<file path="src/core/aux_branch_pkg.sv">
package aux_branch_pkg;

  // ------------------------------------------------------------------
  // opcode bytes
  // ------------------------------------------------------------------
  localparam logic [7:0]  OP_ACC_PREFIX  = 8'hfd;
  localparam logic [7:0]  OP_ACC_SECOND  = 8'h28;
  localparam logic [7:0]  OP_FILE_PREFIX = 8'hdd;
  localparam logic [7:0]  OP_FILE_SECOND = 8'h20;

  // ------------------------------------------------------------------
  // widths and reset values
  // ------------------------------------------------------------------
  localparam int          PC_W           = 16;
  localparam int          DISP_W         = 8;
  localparam logic [15:0] INSTR_LEN      = 16'h0003;
  localparam logic [15:0] PC_RESET       = 16'h0000;

  typedef enum logic [2:0] {
    S_IDLE,
    S_ACC_PREFIX,
    S_FILE_PREFIX,
    S_ACC_DISP,
    S_FILE_DISP
  } dec_state_t;

endpackage

</file>
<file path="src/core/rel_target_calc.sv">
`timescale 1ns/10ps
module rel_target_calc (
  input  wire logic [15:0] instr_addr_in,
  input  wire logic [7:0]  disp_in,
  output logic      [15:0] next_pc_out,
  output logic      [15:0] target_out
);
  import aux_branch_pkg::*;

  wire logic [15:0] disp_ext;

  // relative base is the address just past the three-byte instruction
  assign next_pc_out = instr_addr_in + INSTR_LEN;
  assign disp_ext    = {{(PC_W - DISP_W){disp_in[DISP_W-1]}}, disp_in};
  assign target_out  = next_pc_out + disp_ext;

endmodule

</file>
<file path="src/core/aux_bank_relative_branch.sv">
`timescale 1ns/10ps
// Summary of operation
// - alt acc branch taken only with alt pair
// - alt file branch taken only with alt file
// - taken loads target, else next instruction
// - target is next instruction address plus sign-extended displacement
// - decode fd 28 disp and dd 20 disp
module aux_bank_relative_branch (
  input  wire logic        clk_in,
  input  wire logic        rst_b_in,
  input  wire logic        byte_valid_in,
  input  wire logic [7:0]  byte_in,
  input  wire logic [15:0] byte_addr_in,
  input  wire logic        alt_acc_flag_sel_in,
  input  wire logic        alt_reg_file_sel_in,
  output logic             busy_out,
  output logic             done_out,
  output logic             pc_load_out,
  output logic [15:0]      pc_next_out,
  output logic             flag_write_out,
  output logic             exception_out
);
  import aux_branch_pkg::*;

  // ------------------------------------------------------------------
  // state
  // ------------------------------------------------------------------
  dec_state_t  state_q;
  dec_state_t  state_d;
  logic [15:0] instr_addr_q;
  logic        done_q;
  logic        pc_load_q;
  logic [15:0] pc_next_q;

  wire logic        is_acc_prefix;
  wire logic        is_file_prefix;
  wire logic        in_disp;
  wire logic        cond_true;
  wire logic        disp_take;
  wire logic [15:0] seq_pc;
  wire logic [15:0] rel_target;

  // ------------------------------------------------------------------
  // decode
  // ------------------------------------------------------------------
  assign is_acc_prefix  = byte_in == OP_ACC_PREFIX;
  assign is_file_prefix = byte_in == OP_FILE_PREFIX;
  assign in_disp        = (state_q == S_ACC_DISP) || (state_q == S_FILE_DISP);
  assign disp_take      = in_disp && byte_valid_in;
  assign cond_true      = (state_q == S_ACC_DISP) ? alt_acc_flag_sel_in
                                                  : alt_reg_file_sel_in;

  rel_target_calc u_calc (
    .instr_addr_in (instr_addr_q),
    .disp_in       (byte_in),
    .next_pc_out   (seq_pc),
    .target_out    (rel_target)
  );

  always_comb begin
    state_d = state_q;
    if (byte_valid_in) begin
      case (state_q)
        S_IDLE: begin
          if (is_acc_prefix) begin
            state_d = S_ACC_PREFIX;
          end else if (is_file_prefix) begin
            state_d = S_FILE_PREFIX;
          end
        end
        S_ACC_PREFIX: begin
          state_d = (byte_in == OP_ACC_SECOND) ? S_ACC_DISP : S_IDLE;
        end
        S_FILE_PREFIX: begin
          state_d = (byte_in == OP_FILE_SECOND) ? S_FILE_DISP : S_IDLE;
        end
        S_ACC_DISP: begin
          state_d = S_IDLE;
        end
        S_FILE_DISP: begin
          state_d = S_IDLE;
        end
        default: begin
          state_d = S_IDLE;
        end
      endcase
    end
  end

  // ------------------------------------------------------------------
  // registers
  // ------------------------------------------------------------------
  always_ff @(posedge clk_in) begin
    if (!rst_b_in) begin
      state_q <= S_IDLE;
    end else begin
      state_q <= state_d;
    end
  end

  // start address is caught with the first opcode byte
  always_ff @(posedge clk_in) begin
    if (!rst_b_in) begin
      instr_addr_q <= PC_RESET;
    end else if (byte_valid_in && state_q == S_IDLE) begin
      instr_addr_q <= byte_addr_in;
    end
  end

  always_ff @(posedge clk_in) begin
    if (!rst_b_in) begin
      done_q    <= 1'b0;
      pc_load_q <= 1'b0;
      pc_next_q <= PC_RESET;
    end else begin
      done_q    <= disp_take;
      pc_load_q <= disp_take && cond_true;
      if (disp_take) begin
        pc_next_q <= cond_true ? rel_target : seq_pc;
      end
    end
  end

  // ------------------------------------------------------------------
  // outputs
  // ------------------------------------------------------------------
  assign busy_out       = state_q != S_IDLE;
  assign done_out       = done_q;
  assign pc_load_out    = pc_load_q;
  assign pc_next_out    = pc_next_q;
  assign flag_write_out = 1'b0;
  assign exception_out  = 1'b0;
endmodule

</file>
<file path="config.mk">
export PLATFORM = sky130hd
export DESIGN_NAME = aux_bank_relative_branch
export DESIGN_NICKNAME = d
export VERILOG_FILES = /design/src/core/aux_branch_pkg.sv /design/src/core/rel_target_calc.sv /design/src/core/aux_bank_relative_branch.sv
export SDC_FILE = /design/constraint.sdc
export NUM_CORES = 1
export LEC_CHECK = 0
export BUFFER_PORTS_ARGS = -buffer_cell sky130_fd_sc_hd__buf_2
export CORE_AREA = 2 2 73 75
export DETAILED_ROUTE_END_ITERATION = 6
export DIE_AREA = 0 0 75 77
export HOLD_SLACK_MARGIN = 0.15
export PLACE_DENSITY_LB_ADDON = 0.15
export SLEW_MARGIN = 20
export SYNTH_ARGS = -nofsm -noshare
export SYNTH_HDL_FRONTEND = slang
export SYNTH_SLANG_ARGS = --single-unit
</file>
<file path="constraint.sdc">
create_clock -name clk_in -period 3.2 [get_ports clk_in]
set_input_delay 0.64 -clock clk_in [delete_from_list [all_inputs] [get_ports clk_in]]
set_output_delay 0.64 -clock clk_in [all_outputs]
set_load 0.005 [all_outputs]
</file>
Yosys cells after proc, flatten, opt, wreduce, memory -nomap -nowiden
Index checks and enable logic that the tools add are counted.
{"block": "op_classes", "add_sub_neg": 2, "n_mux": 7, "n_reduce_logical": 7, "eq_ne": 9}
{"op": "16-bit adder", "count": 1}
{"op": "16-bit by 2-bit adder with 16-bit output, second input constant", "count": 1}
{"op": "8-bit by 6-bit == test with 1-bit output, second input constant", "count": 2}
{"op": "8-bit == test, second input constant", "count": 2}
{"op": "16-bit 2-to-1 mux", "count": 1}
{"op": "3-bit 2-to-1 mux", "count": 3}
{"op": "3-bit one-hot mux with 3 select lines", "count": 1}
{"op": "3-bit by 2-bit == test with 1-bit output, second input constant", "count": 2}
{"op": "3-bit by 1-bit == test with 1-bit output, second input constant", "count": 1}
{"op": "3-bit == test, second input constant", "count": 1}
{"op": "1-bit logical AND", "count": 3}
{"op": "3-bit logical NOT", "count": 1}
{"op": "3-bit != test, second input constant", "count": 1}
{"op": "3-bit nonzero test", "count": 1}
{"op": "2-bit 2-to-1 mux", "count": 1}
{"op": "2-bit AND reduction", "count": 1}
{"op": "1-bit logical OR", "count": 1}
{"op": "1-bit 2-to-1 mux", "count": 1}
{"block": "totals", "inputBits": 29, "output_inout_bits": 21, "regBits": 37}

Depth between registers and ports, before layout
Gate-level depths: netlist of run 1.
{"block": "logic_depth", "word_depth": 4, "mapped_depth": 13}

Hierarchy
From an unflattened synthesis of run 1, not the netlist that was laid out.
{"block": "unflattened", "cells_unflattened": 335, "hier_area_um2": 2653.8}
{"module": "aux_bank_relative_branch", "cells_per_inst": 199, "area_per_inst_um2": 1625.3, "n_inst": 1}
{"module": "rel_target_calc", "cells_per_inst": 136, "area_per_inst_um2": 1028.5, "n_inst": 1}

Worst setup path before layout of run 1
OpenSTA, ideal clock, no wires.
{"block": "synth_timing", "path_kind": "register to register", "from": "register instr_addr_q[0]", "to": "register pc_next_q[15] (netlist: pc_next_out[15])", "n_path_buf": 0, "setup_time_ps": 127, "synth_period_minus_slack_ps": 2876, "arrival_ps": 2749, "stages_incl_launch_ff": 14, "setup_slack_ps": 324, "t_required_ps": 3073, "cell_sequence": "dfxtp_1 > inv_1 > ha_1 > nor3b_2 > and3_1 > and3_4 > xor2_2 > ha_1 > a21oi_1 > o31ai_1 > a31oi_1 > and4_4 > nor4_1 > or3b_1"}
{"block": "synth_via", "elab_chain_len": 3}
{"element": "from (decl)", "line": "aux_bank_relative_branch.sv:30", "rtl": "logic [15:0] instr_addr_q;"}
{"element": "from (signal assigned)", "line": "aux_bank_relative_branch.sv:106", "rtl": "instr_addr_q <= byte_addr_in;"}
{"element": "16-bit by 2-bit adder with 16-bit output (*)", "line": "rel_target_calc.sv:13", "rtl": "assign next_pc_out = instr_addr_in + INSTR_LEN;"}
{"element": "16-bit adder", "line": "rel_target_calc.sv:15", "rtl": "assign target_out = next_pc_out + disp_ext;"}
{"element": "16-bit 2-to-1 mux (*)", "line": "aux_bank_relative_branch.sv:119", "rtl": "pc_next_q <= cond_true ? rel_target : seq_pc;"}
{"element": "to (signal assigned)", "line": "aux_bank_relative_branch.sv:119"}
{"element": "to (decl)", "line": "aux_bank_relative_branch.sv:33", "rtl": "logic [15:0] pc_next_q;"}
Mark *: on every way between the ends. The rest lies on a longest branch, timed or not.
A chain may end at the register's enable or synchronous reset.

Final worst setup path of run 1
{"block": "layout_timing", "from": "register instr_addr_q[1]", "to": "register pc_next_q[15] (netlist: pc_next_out[15])"}
Same word-level chain as after synthesis.

==> results of run 1 <==
through the flow:
step / std cells / setup WS (ps) / hold slack (ps)
floorplan: 344 / 324 / 448
global placement: 451 / 189 / 436
detailed placement: 451 / 110 / 441
CTS: 459 / 104 / 451
global route: 459 / 19.0 / 489
finish: 459 / 188 / 446
cells in the final DEF (no fill, tap or decap), types with 8 or more instances in the layout:
cell type,netlist,layout
sky130_fd_sc_hd__nand3_1,13,13
sky130_fd_sc_hd__buf_2,6,47
sky130_fd_sc_hd__a21oi_1,41,40
sky130_fd_sc_hd__buf_4,4,8
sky130_fd_sc_hd__ha_1,19,17
sky130_fd_sc_hd__nand2_1,60,60
sky130_fd_sc_hd__inv_1,9,9
sky130_fd_sc_hd__nor2_1,22,22
sky130_fd_sc_hd__o21ai_0,12,12
sky130_fd_sc_hd__dfxtp_1,37,37
sky130_fd_sc_hd__xnor2_1,14,14
worst register-to-register path, delay by kind of cell, from the launching register on:
family,cells,cell delay (ps)
flops,1,360
fa+ha+maj,2,620
xor+xnor,1,70
simple gates,6,1210
compound gates,3,600
buf+inv,1,50
logic make-up (layout without fill, tap and decap cells):
group | count (synthesis) | count (layout) | synth area share, %
muxes | 5 | 5 | 2.24
adders and majority gates | 20 | 20 | 9.63
other | 1 | 2 | 0.140
AOI/OAI and AO/OA | 99 | 99 | 23.5
xor gates and xnor gates | 19 | 19 | 6.50
buffers and inverters | 27 | 72 | 4.67
DFF | 37 | 37 | 27.7
and+or+nand+nor | 135 | 135 | 25.7
state kept, by name, summed over array words and instances, names as in the netlist:
register and flops:
done_out 1, instr_addr_q 16, pc_next_out 16, state_q 3, pc_load_out 1
final cells by class:
type                            instances  area, sq um  area share, %
Multi-Input combinational cell        280         1850           59.8
Sequential cell                        37          741           24.0
Timing Repair Buffer                   55          295           9.57
Tap cell                               70         87.6           2.84
Clock buffer                            6         72.6           2.35
Inverter                                9         33.8           1.09
Clock inverter                          2         10.0          0.324
final timing paths:
| check | end | slack, ps | cells after the start |
|---|---|---|---|
| worst min register to register | pc_next_out[2] | 450 | 2 |
| worst min-delay path | pc_next_out[2] | 450 | 2 |
| worst max register to register | pc_next_out[15] | 190 | 13 |
| worst max-delay path | pc_next_out[15] | 190 | 13 |
metal layers:
metal | up-vias | wire (um) | global-route usage [%]
met5 | - | 0 | 0
met4 | 0 | 75 | 6.96
met3 | 8 | 360 | 3.81
met2 | 94 | 2960 | 35.9
met1 | 1151 | 3070 | 35.5
li1 | 1318 | - | -
timing repair:
item / CTS / global route
hold endpoints to repair: 0 / 0
gates resized for setup: 0 / 6
endpoints found under the setup margin: 0 / 1
power by group through the flow:
stage / Combinational [mW] / Clock [mW] / Sequential (mW)
finish: 0.243 / 0.320 / 0.484
global route: 0.272 / 0.358 / 0.486
CTS: 0.236 / 0.332 / 0.483
detailed placement: 0.234 / 0 / 0.494
global placement: 0.232 / 0 / 0.494
floorplan: 0.175 / 0 / 0.492
==> results by stage, run 1 <==
Synth:
- After synthesis, the share of flip-flops with an asynchronous set or reset is 0%.
- The average cell area after synthesis is about 8 sq um.
- After synthesis, the most frequently instantiated cells are sky130_fd_sc_hd__nand2_1, sky130_fd_sc_hd__a21oi_1, sky130_fd_sc_hd__dfxtp_1, sky130_fd_sc_hd__nor2_1, sky130_fd_sc_hd__ha_1.
- The area fraction of the dominant cell type after synthesis is roughly 28%.
- The flop and latch count out of synthesis is 37.
- The total of warnings raised by yosys is 0.
- Sorting the synthesized cells by area gives the leading types as sky130_fd_sc_hd__dfxtp_1, sky130_fd_sc_hd__ha_1, sky130_fd_sc_hd__nand2_1.
- Yosys mapped the design onto 64 distinct sky130hd cell types.
- The number of synthesized flops with an enable pin is 0.
- For this run, the leading register cell type out of synthesis is sky130_fd_sc_hd__dfxtp_1.
- The sequential-to-total area share from yosys stat is 27.7%.
- The largest area contributor in the synthesized netlist is sky130_fd_sc_hd__dfxtp_1.
- Among all cell types in the netlist, the one instantiated most often is sky130_fd_sc_hd__nand2_1.
- The number of instances in the synthesized netlist is roughly 340.
- Summing every instance area after synthesis gives ~2700 sq um.

STA:
- The count of pins over their slew limit is 0.
- Setup repair after global routing left no endpoint under its margin.
- The remaining max-slew budget at the tightest pin is 63.6%.
- The final-report hold violation count came to 0.
- The shortest period the worst path allows is 3010 ps.
- After layout, the worst path uses 94.1% of the clock period.
- The number of endpoints failing setup at the final stage is 0.
- Timing would allow up to ~330 MHz.
- The transition time of the tightest slew-check pin is between 500 and 600 ps.
- The setup total negative slack is 0 ps.
- The worst clock skew on the final layout is ~12 ps.

Layout:
- The layout filler cell count is roughly 490.
- The antenna diode count is 0.
- The final cell utilization of the core is 62.0%.
- The final cell area excluding filler cells is roughly 3000 sq um.
- The number of nets in the finished design is between 400 and 500.
- The proportion of layout cells with a drive suffix above 1 is between 20% and 30%.
- The layout-stage area growth over the synthesis result is 15.3%.

Placed design:
- The number of buffer cells added on primary ports is between 40 and 50.
- The wire-length estimate of the detail-placed layout is 4.96 mm.
- After detailed placement, the total cell area comes to 2970 sq um.
- The weighted congestion reported at the end of routability-driven placement is between 0.8 and 0.9.

Detailed routing:
- The final layout contains routed wiring with a total length of approximately 6.5 mm.
- In the routed design, unresolved DRC markers number 0.
- Across all layers, the routed design uses ~2.6k vias.
- The detailed router finished its first iteration with approximately 190 violations.
- The post-detailed-route wirelength per cell is 14.1 um.
- Once detail routing completed, the nets flagged for antenna violations numbered 0.
- The detailed-route vias per instance is 5.60.
- The count of TritonRoute iterations in the first routing pass is 4.

Power and ir drop:
- Per report_power, the combinational group accounts for a little under a quarter of the total.
- The leakage component of the power is ~1.3 nW.
- The design draws ~1.0 mW.
- VDD sags by at most 0.264 mV.
- The internal power contribution is between 0.7 and 0.8 mW.
- The clock network fraction of design power is a little under a third.
- The power density over the cells is about 340 nW/um^2.
- In this run, flip-flops and latches consume between 40% and 50% of the power.
- The power spent charging and discharging nets is 0.323 mW.
- The net switching share of the total power is between 30% and 40%.

Clocking:
- The clock tree from TritonCTS is yes.
- The register clock-pin slew on the reported worst setup and hold paths is about 80 ps.
- The maximum number of buffers from clock root to sink is 2.
- TritonCTS created 5 clock buffers.
- The clock root buffer master is sky130_fd_sc_hd__clkbuf_8.
- The number of setup buffers added after CTS is 0.
- The total clock sinks is 37.
- The clock latency reported for the late side of the worst-skew pair is between 200 and 300 ps.
- The number of hold buffers added after cts is 0.
- The maximum level of the CTS H-tree is 2.

Floorplan:
- For this configuration, the core starts out at a cell density of a little over half.
- The floorplan die area is just under 6000 sq um.
- In this run the horizontal extent of the chip is roughly 75 um.
- The number of rows in the core area is 26.
- The core footprint is ~5000 sq um.
- The number of ports placed on the die boundary is 50.
- The die boundary height is 77 um.

Flow run:
- The number of maximum-capacitance violations is 0.

Global routing:
- Across every metal layer, demand over resource in global routing totals roughly 24%.
- The first global-routing pass estimated between 10 and 15 mm of wire.
- The via count of the first global-routing pass came to ~2.3k.
- The number of antenna violations at the first check in global routing is 0.
- The overall overflow remaining after global route is 0.
- Entering global routing, the biggest net connects 19 pins.

Critical path:
- Data on the critical path is required at its endpoint by roughly 3400 ps.
- Broken down by cell family, the worst path's largest delay share belongs to simple AND/OR/NAND/NOR gates.
- The first element of the critical path is instr_addr_q[1].
- Among all stages on the critical path, the largest delay is contributed by sky130_fd_sc_hd__ha_2.
- The critical path endpoint category is a register.
- The number of buffer and inverter instances along the worst setup path is 1.
- The signal on the critical path passes through inv_1, ha_1, nor3b_4, and3_1, and3_4, xor2_2, ha_2, nand2_1, o31ai_1, a31oi_2, a211oi_2, nor4_1, or3b_1.
- The longest individual stage delay on the worst path is 390 ps.
- The critical register-to-register path startpoint is instr_addr_q[1].
- At the worst endpoint, the arrival time is roughly 3200 ps.
- The startpoint kind of the worst setup timing path is a register.
- In this run the worst path has a maximum fanout of 5.
- The critical path in this run is classified as reg -> reg.

Run status:
- The flow ran to the end, and the final reports show no timing, DRC or antenna violations.

Hold path:
- In this run the most critical hold path is launched from pc_next_out[2].
- The worst hold path class is reg -> reg.
(Power assumes the default switching activity.)
==> inputs of run 2 (changes only) <==
- CORE_AREA: 2 2 73 75 -> 2 2 102 55
- DIE_AREA: 0 0 75 77 -> 0 0 104 57
- SKIP_CTS_REPAIR_TIMING: not set -> 1
- SLEW_MARGIN: 20 -> not set
==> run 2 against run 1 <==
Net effect:
- sequential power about the same
- cell count increased by 1.1%
- first-iteration DRC count increased by 17%
- fmax decreased by 1.1%
- sequential cell count is the same
- routed wire length grew 11%
- setup slack got worse by 35 ps
- combinational power rose by 5%
- clock-buffer cell count grew 1
- largest cell class unchanged
- clock power grew 12%
- die area grew 2.6%
==> results by stage, run 2 (synthesized netlist as in run 1, its figures left out) <==
Floorplan:
- The initial core utilization is a little over half.
- The number of rows in the core area is 19.
- The floorplan step set the die width to between 100 and 150 um.
- The die boundary height is roughly 57 um.
- For this design the top-level I/O count stands at 50.
- The floorplan die area is a little under 6000 sq um.
- The core footprint is a little over 5000 sq um.

Global routing:
- Entering global routing, the biggest net connects 26 pins.
- The overall overflow remaining after global route is 0.
- The number of antenna violations at the first check in global routing is 0.
- In the global route stage, overall resource usage came out at between 20% and 30%.
- The via count of the first global-routing pass was ~2.3k.
- The first global-routing pass estimated 11.3 mm of wire.

Layout:
- Of the cells placed in the final design, the portion with a size suffix greater than 1 is approximately 23%.
- The finished layout holds between 400 and 500 standard cells, fillers aside.
- The final cell utilization of the core is around three fifths.
- At the end of the flow, the number of nets in the layout was around 440.
- The antenna diode count is 0.
- After routing the design area is 3130 sq um.
- The most common cell after layout, fill and taps aside is sky130_fd_sc_hd__nand2_1.
- The library cells used most frequently in the layout, excluding fill and tap cells, are sky130_fd_sc_hd__nand2_1, sky130_fd_sc_hd__buf_2, sky130_fd_sc_hd__a21oi_1.
- Relative to the synthesized area, the layout overhead comes to 17.1%.

Flow run:
- The number of maximum-capacitance violations is 0.

STA:
- The remaining max-slew budget at the tightest pin is 46.4%.
- Hold is met by approximately 450 ps.
- The transition time of the tightest slew-check pin is slightly below 800 ps.
- The number of endpoints failing setup at the final stage is 0.
- The achievable frequency is 328 MHz.
- The portion of the clock cycle consumed by the worst path in the final layout is a little over nine tenths.
- The setup slack after layout is between 150 and 200 ps.
- The setup total negative slack is 0 ps.
- The count of pins over their slew limit is 0.
- The shortest period the worst path allows is 3050 ps.
- The worst clock skew on the final layout is ~5.2 ps.
- The final-report hold violation count is 0.

Detailed routing:
- In the final routed layout, each cell accounts on average for 15.4 um.
- The detailed-route vias per instance is about 5.6.
- The count of TritonRoute iterations in the first routing pass is 5.
- After detailed routing, the number of remaining DRC violations is 0.
- The remaining number of nets flagged by the antenna check after routing is 0.
- For this block, the routed nets add up to just over 7 mm of wire.
- The routed layout has about 2.6k vias.
- The number of DRC markers in iteration 0 is ~230.

Placed design:
- After detailed placement, the total cell area comes to between 2000 and 3000 sq um.
- The cell total after placement is 456.
- The worst setup timing slack at the placement stage is between 100 and 150 ps.
- The weighted congestion reported at the end of routability-driven placement is 0.915.
- The count of buffers added on input and output ports is 47.
- The estimated wirelength of the detail-placed design is 5.55 mm.

Power and ir drop:
- The total power is between 1 and 1.5 mW.
- The power spent charging and discharging nets is about 0.33 mW.
- The power density over the cells is approximately 350 nW/um^2.
- The clock network fraction of design power is between 30 and 40%.
- In this run switching power makes up between 20% and 30% of total power.
- The proportion of power drawn by combinational gates is a little under a quarter.
- The share of total power dissipated in sequential elements is between 40% and 50%.
- The worst-case IR drop observed on VDD is about 0.22 mV.
- The leakage component of the power is between 1 and 1.5 nW.
- The internal power contribution is approximately 0.77 mW.

Critical path:
- The required arrival time at the worst endpoint is around 3400 ps.
- The type of the worst setup path is reg -> reg.
- The startpoint kind of the worst setup timing path is a register.
- The highest fanout seen on the critical path is 5.
- The register-to-register setup slack is ~150 ps.
- At the worst endpoint, the arrival time is between 3000 and 4000 ps.
- The critical path endpoint category is a register.
- The path depth of the worst reg2reg path is 13.

Hold path:
- The tightest min-delay check is of the reg -> reg type.
- The cell count of the worst hold path is 2.

Clocking:
- The clock passes through at most 2 buffers.
- The number of clock buffers inserted by TritonCTS is 5.
- The clock net in this run drives a total of 37 sinks.
- In this run the number of H-tree levels came out at 2.
- At the later pin of the worst-skew pair, clock insertion delay measures ~290 ps.
- After clock tree synthesis, the clock-pin slew on the worst setup and hold paths is ~70 ps.
- The clock root buffer master is sky130_fd_sc_hd__clkbuf_8.
- The clock tree from TritonCTS is yes.

Run status:
- The flow ran to the end, and the final reports show no timing, DRC or antenna violations.
-- run 2: power by group through the flow --
| stage | registers [mW] | logic [mW] | clock network, mW |
|---|---|---|---|
| after detailed placement | 0.494 | 0.245 | 0 |
| after CTS | 0.483 | 0.247 | 0.367 |
| after global routing | 0.486 | 0.281 | 0.385 |
| final | 0.484 | 0.255 | 0.359 |
| after floorplan | 0.492 | 0.175 | 0 |
| after global placement | 0.493 | 0.245 | 0 |
-- run 2: area by class of cell --
cell class	instances	area, sq um
multi-input combinational	280	1860
sequential	37	741
clock inverter	1	5.00
tap	73	91.3
fill	493	2000
inverter	9	33.8
clock buffer	7	96.3
timing repair buffer	57	310
-- run 2: metal layers --
metal / track usage [%] / vias to the layer above / wire (um)
met2: 32.3 / 111 / 2630
met4: 5.21 / 0 / 34
met5: 0 / - / 0
met1: 37.2 / 1144 / 3700
li1: - / 1317 / -
met3: 9.03 / 5 / 783
-- run 2: critical path, stage by stage (launching register included) --
cell,delay [ps]
sky130_fd_sc_hd__dfxtp_1,360
sky130_fd_sc_hd__inv_1,50
sky130_fd_sc_hd__ha_1,230
sky130_fd_sc_hd__nor3b_4,260
sky130_fd_sc_hd__and3_4,240
sky130_fd_sc_hd__and3_4,210
sky130_fd_sc_hd__xor2_4,200
sky130_fd_sc_hd__ha_4,250
sky130_fd_sc_hd__a21oi_1,130
sky130_fd_sc_hd__o31ai_1,80
sky130_fd_sc_hd__a31oi_1,230
sky130_fd_sc_hd__a211oi_2,130
sky130_fd_sc_hd__o211ai_2,200
sky130_fd_sc_hd__or3b_1,350
-- run 2: final timing paths --
check                    end       startpoint
max          pc_next_out[15]  instr_addr_q[1]
min           pc_next_out[1]   pc_next_out[1]
max reg2reg  pc_next_out[15]  instr_addr_q[1]
min reg2reg   pc_next_out[1]   pc_next_out[1]
==> inputs of run 3 (changes only) <==
- GPL_ROUTABILITY_DRIVEN: not set -> 0
- SETUP_SLACK_MARGIN: not set -> 0.3
==> run 3 against run 2 <==
Net effect:
- utilization increased by 0.97 points
- critical endpoint unchanged
- first-iteration DRC count increased by 12%
- clock-buffer cell count unchanged
- sequential cell count unchanged
==> results by stage, run 3 (synthesized netlist as in run 1, its figures left out) <==
Run status:
- The flow ran to the end, and the final reports show no timing, DRC or antenna violations.

STA:
- The worst clock skew on the final layout is roughly 4.5 ps.
- The portion of the clock cycle consumed by the worst path in the final layout is 91.9%.
- The number of endpoints failing setup at the final stage is 0.
- At the pin with the least slew margin, the transition time is slightly below 800 ps.
- Adding up every negative setup slack in the final design gives 0 ps.
- Setup repair after global routing could not meet its margin everywhere.
- The final-report hold violation count was 0.
- The remaining max-slew budget at the tightest pin is between 40% and 50%.
- The count of pins over their slew limit is 0.
- Across all setup checks in the final design, the least slack found is 258 ps.
- The achievable frequency is between 300 and 400 MHz.
- The shortest period the worst path allows is about 2900 ps.

Layout:
- The most common cell after layout, fill and taps aside is sky130_fd_sc_hd__nand2_1.
- The area growth from synthesis to layout is 19.0%.
- Leaving out fill and tap cells, the most frequent cells in the layout are sky130_fd_sc_hd__nand2_1, sky130_fd_sc_hd__buf_2, sky130_fd_sc_hd__a21oi_1.
- The proportion of layout cells with a drive suffix above 1 is approximately a quarter.
- The antenna diode count is 0.
- The number of nets in the finished design is between 400 and 500.

Clocking:
- The maximum level of the CTS H-tree is 2.
- Clock tree synthesis found a total of 37 sinks.
- The clock root buffer master is sky130_fd_sc_hd__clkbuf_8.
- Clock-pin slew was measured on the worst setup and hold paths at ~70 ps.
- The maximum number of buffers from clock root to sink is 2.
- The number of clock buffers inserted by TritonCTS is 5.
- The clock latency reported for the late side of the worst-skew pair is 290 ps.
- TritonCTS built the clock tree.

Floorplan:
- The die covers 5930 sq um.
- Once the floorplan was initialized, standard cells occupied 52.1% of the core.
- The die is 57 um tall.
- The die boundary width is approximately 100 um.
- The floorplan has 19 rows.
- After floorplanning, the core was sized to cover between 5000 and 6000 sq um.
- The number of ports placed on the die boundary is 50.

Global routing:
- The overall overflow remaining after global route is 0.
- The pin count of the biggest net entering global routing is 26.
- Across every metal layer, demand over resource in global routing totals 24.3%.
- The number of antenna violations at the first check in global routing is 0.
- The via count of the first global-routing pass is around 2.3k.
- The first global-routing pass estimated between 10 and 15 mm of wire.

Power and ir drop:
- IR analysis of the VDD net gives a maximum drop of ~0.22 mV.
- The power density over the cells is 340 nW/um^2.
- The analysis attributes to cell leakage a power of ~1.4 nW.

Critical path:
- In this run the critical register-to-register path is launched from instr_addr_q[1].
- The first element of the critical path is instr_addr_q[1].
- In this run the worst path has a maximum fanout of 5.
- The critical path endpoint category is a register.
- The worst setup path is of the reg -> reg kind.
- The number of buffer and inverter instances along the worst setup path is 1.
- The largest single stage delay on the critical path is around 350 ps.
- The cell class contributing the biggest share of worst-path delay is simple AND/OR/NAND/NOR gates.
- The arrival time of the worst setup path is just over 3000 ps.
- At the worst endpoint, the required time is 3370 ps.
- The cell type of the slowest stage on the worst timing path is sky130_fd_sc_hd__dfxtp_2.
- The worst setup path is launched from a register.
- The signal on the critical path passes through inv_1, ha_4, nor3b_4, and3_4, and3_4, xor2_4, ha_4, a21oi_2, o31ai_2, a31oi_2, and4_4, nor4_1, or3b_1.

Hold path:
- The worst hold path begins at pc_next_out[1].
- The worst hold path class is reg -> reg.

Detailed routing:
- The pre-antenna-repair detailed-routing pass consisted of 5 iterations.
- The remaining design rule violation count is 0.
- In this run, the number of DRC markers left after iteration 0 of detailed routing was about 250.
- In this run the remaining antenna-violating nets after routing total 0.
- After detailed routing, the average wire length per cell comes to 15.5 um.
- Dividing the detail-routed via count by the number of cells gives around 5.7.
- Summing over every cut layer, the via total after detailed routing is 2614.
- Summed over all layers, the routed wires come to just over 7 mm.

Placed design:
- The worst setup timing slack at the placement stage is 101 ps.
- Buffers placed on the I/O ports in this run total 47.
- The HPWL after detailed placement is 5.37 mm.

Flow run:
- Max-cap violations in this run came to 0.
run 3: cell types whose count changed in the layout (fill, tap and decap cells not counted), moves of 2 or more:
cell | previous run | this run
sky130_fd_sc_hd__o21ai_0 | 12 | 10
sky130_fd_sc_hd__xnor2_2 | 0 | 2
sky130_fd_sc_hd__xnor2_1 | 14 | 12
sky130_fd_sc_hd__o21ai_1 | 5 | 7
sky130_fd_sc_hd__ha_1 | 18 | 14
sky130_fd_sc_hd__dfxtp_1 | 37 | 33
sky130_fd_sc_hd__dfxtp_2 | 0 | 4
sky130_fd_sc_hd__ha_2 | 0 | 2
sky130_fd_sc_hd__ha_4 | 1 | 3
run 3: per-layer routing:
| layer | share of wire [%] | wire length, um | track usage, % |
|---|---|---|---|
| met2 | 38 | 2700 | 32.9 |
| met3 | 8.6 | 617 | 6.74 |
| met5 | 0 | 0 | 0 |
| met4 | 0.98 | 70 | 4.63 |
| met1 | 53 | 3760 | 38.2 |
run 3: cell type report:
cell class	instances	area [sq um]
Fill cell	497	1950
Multi-Input combinational cell	280	1920
Sequential cell	37	746
Timing Repair Buffer	56	303
Tap cell	73	91.3
Clock buffer	7	86.3
Inverter	9	33.8
run 3: report_power, final:
part	switching (mW)	internal (mW)	leakage [nW]
registers	0.0136	0.472	0.302
clock network	0.159	0.171	0.0443
logic	0.155	0.112	1.02
run 3: tightest hold or removal path, delay by kind of cell (launching register included):
kind | cells | cell delay (ps)
compound gates | 1 | 50
flops | 1 | 310
simple gates | 1 | 50
run 3: metrics by stage:
stage / hold slack, ps / std cells / instance area [sq um] / util (%) / power (mW)
2_1_floorplan: 448 / 344 / 2680 / - / 0.667
3_3_place_gp: 437 / 454 / 2980 / 57.9 / 0.732
3_5_place_dp: 444 / 454 / 2980 / 57.9 / 0.735
4_1_cts: 454 / 461 / 3060 / 59.6 / 1.07
5_1_grt: 470 / 462 / 3180 / 62.0 / 1.15
6_report: 448 / 462 / 3180 / 62.0 / 1.08
run 3: final timing paths:
path | endpoint | slack, ps | cells past startpoint
max | pc_next_out[15] | 260 | 13
min reg2reg | pc_next_out[1] | 450 | 2
min | pc_next_out[1] | 450 | 2
max reg2reg | pc_next_out[15] | 260 | 13
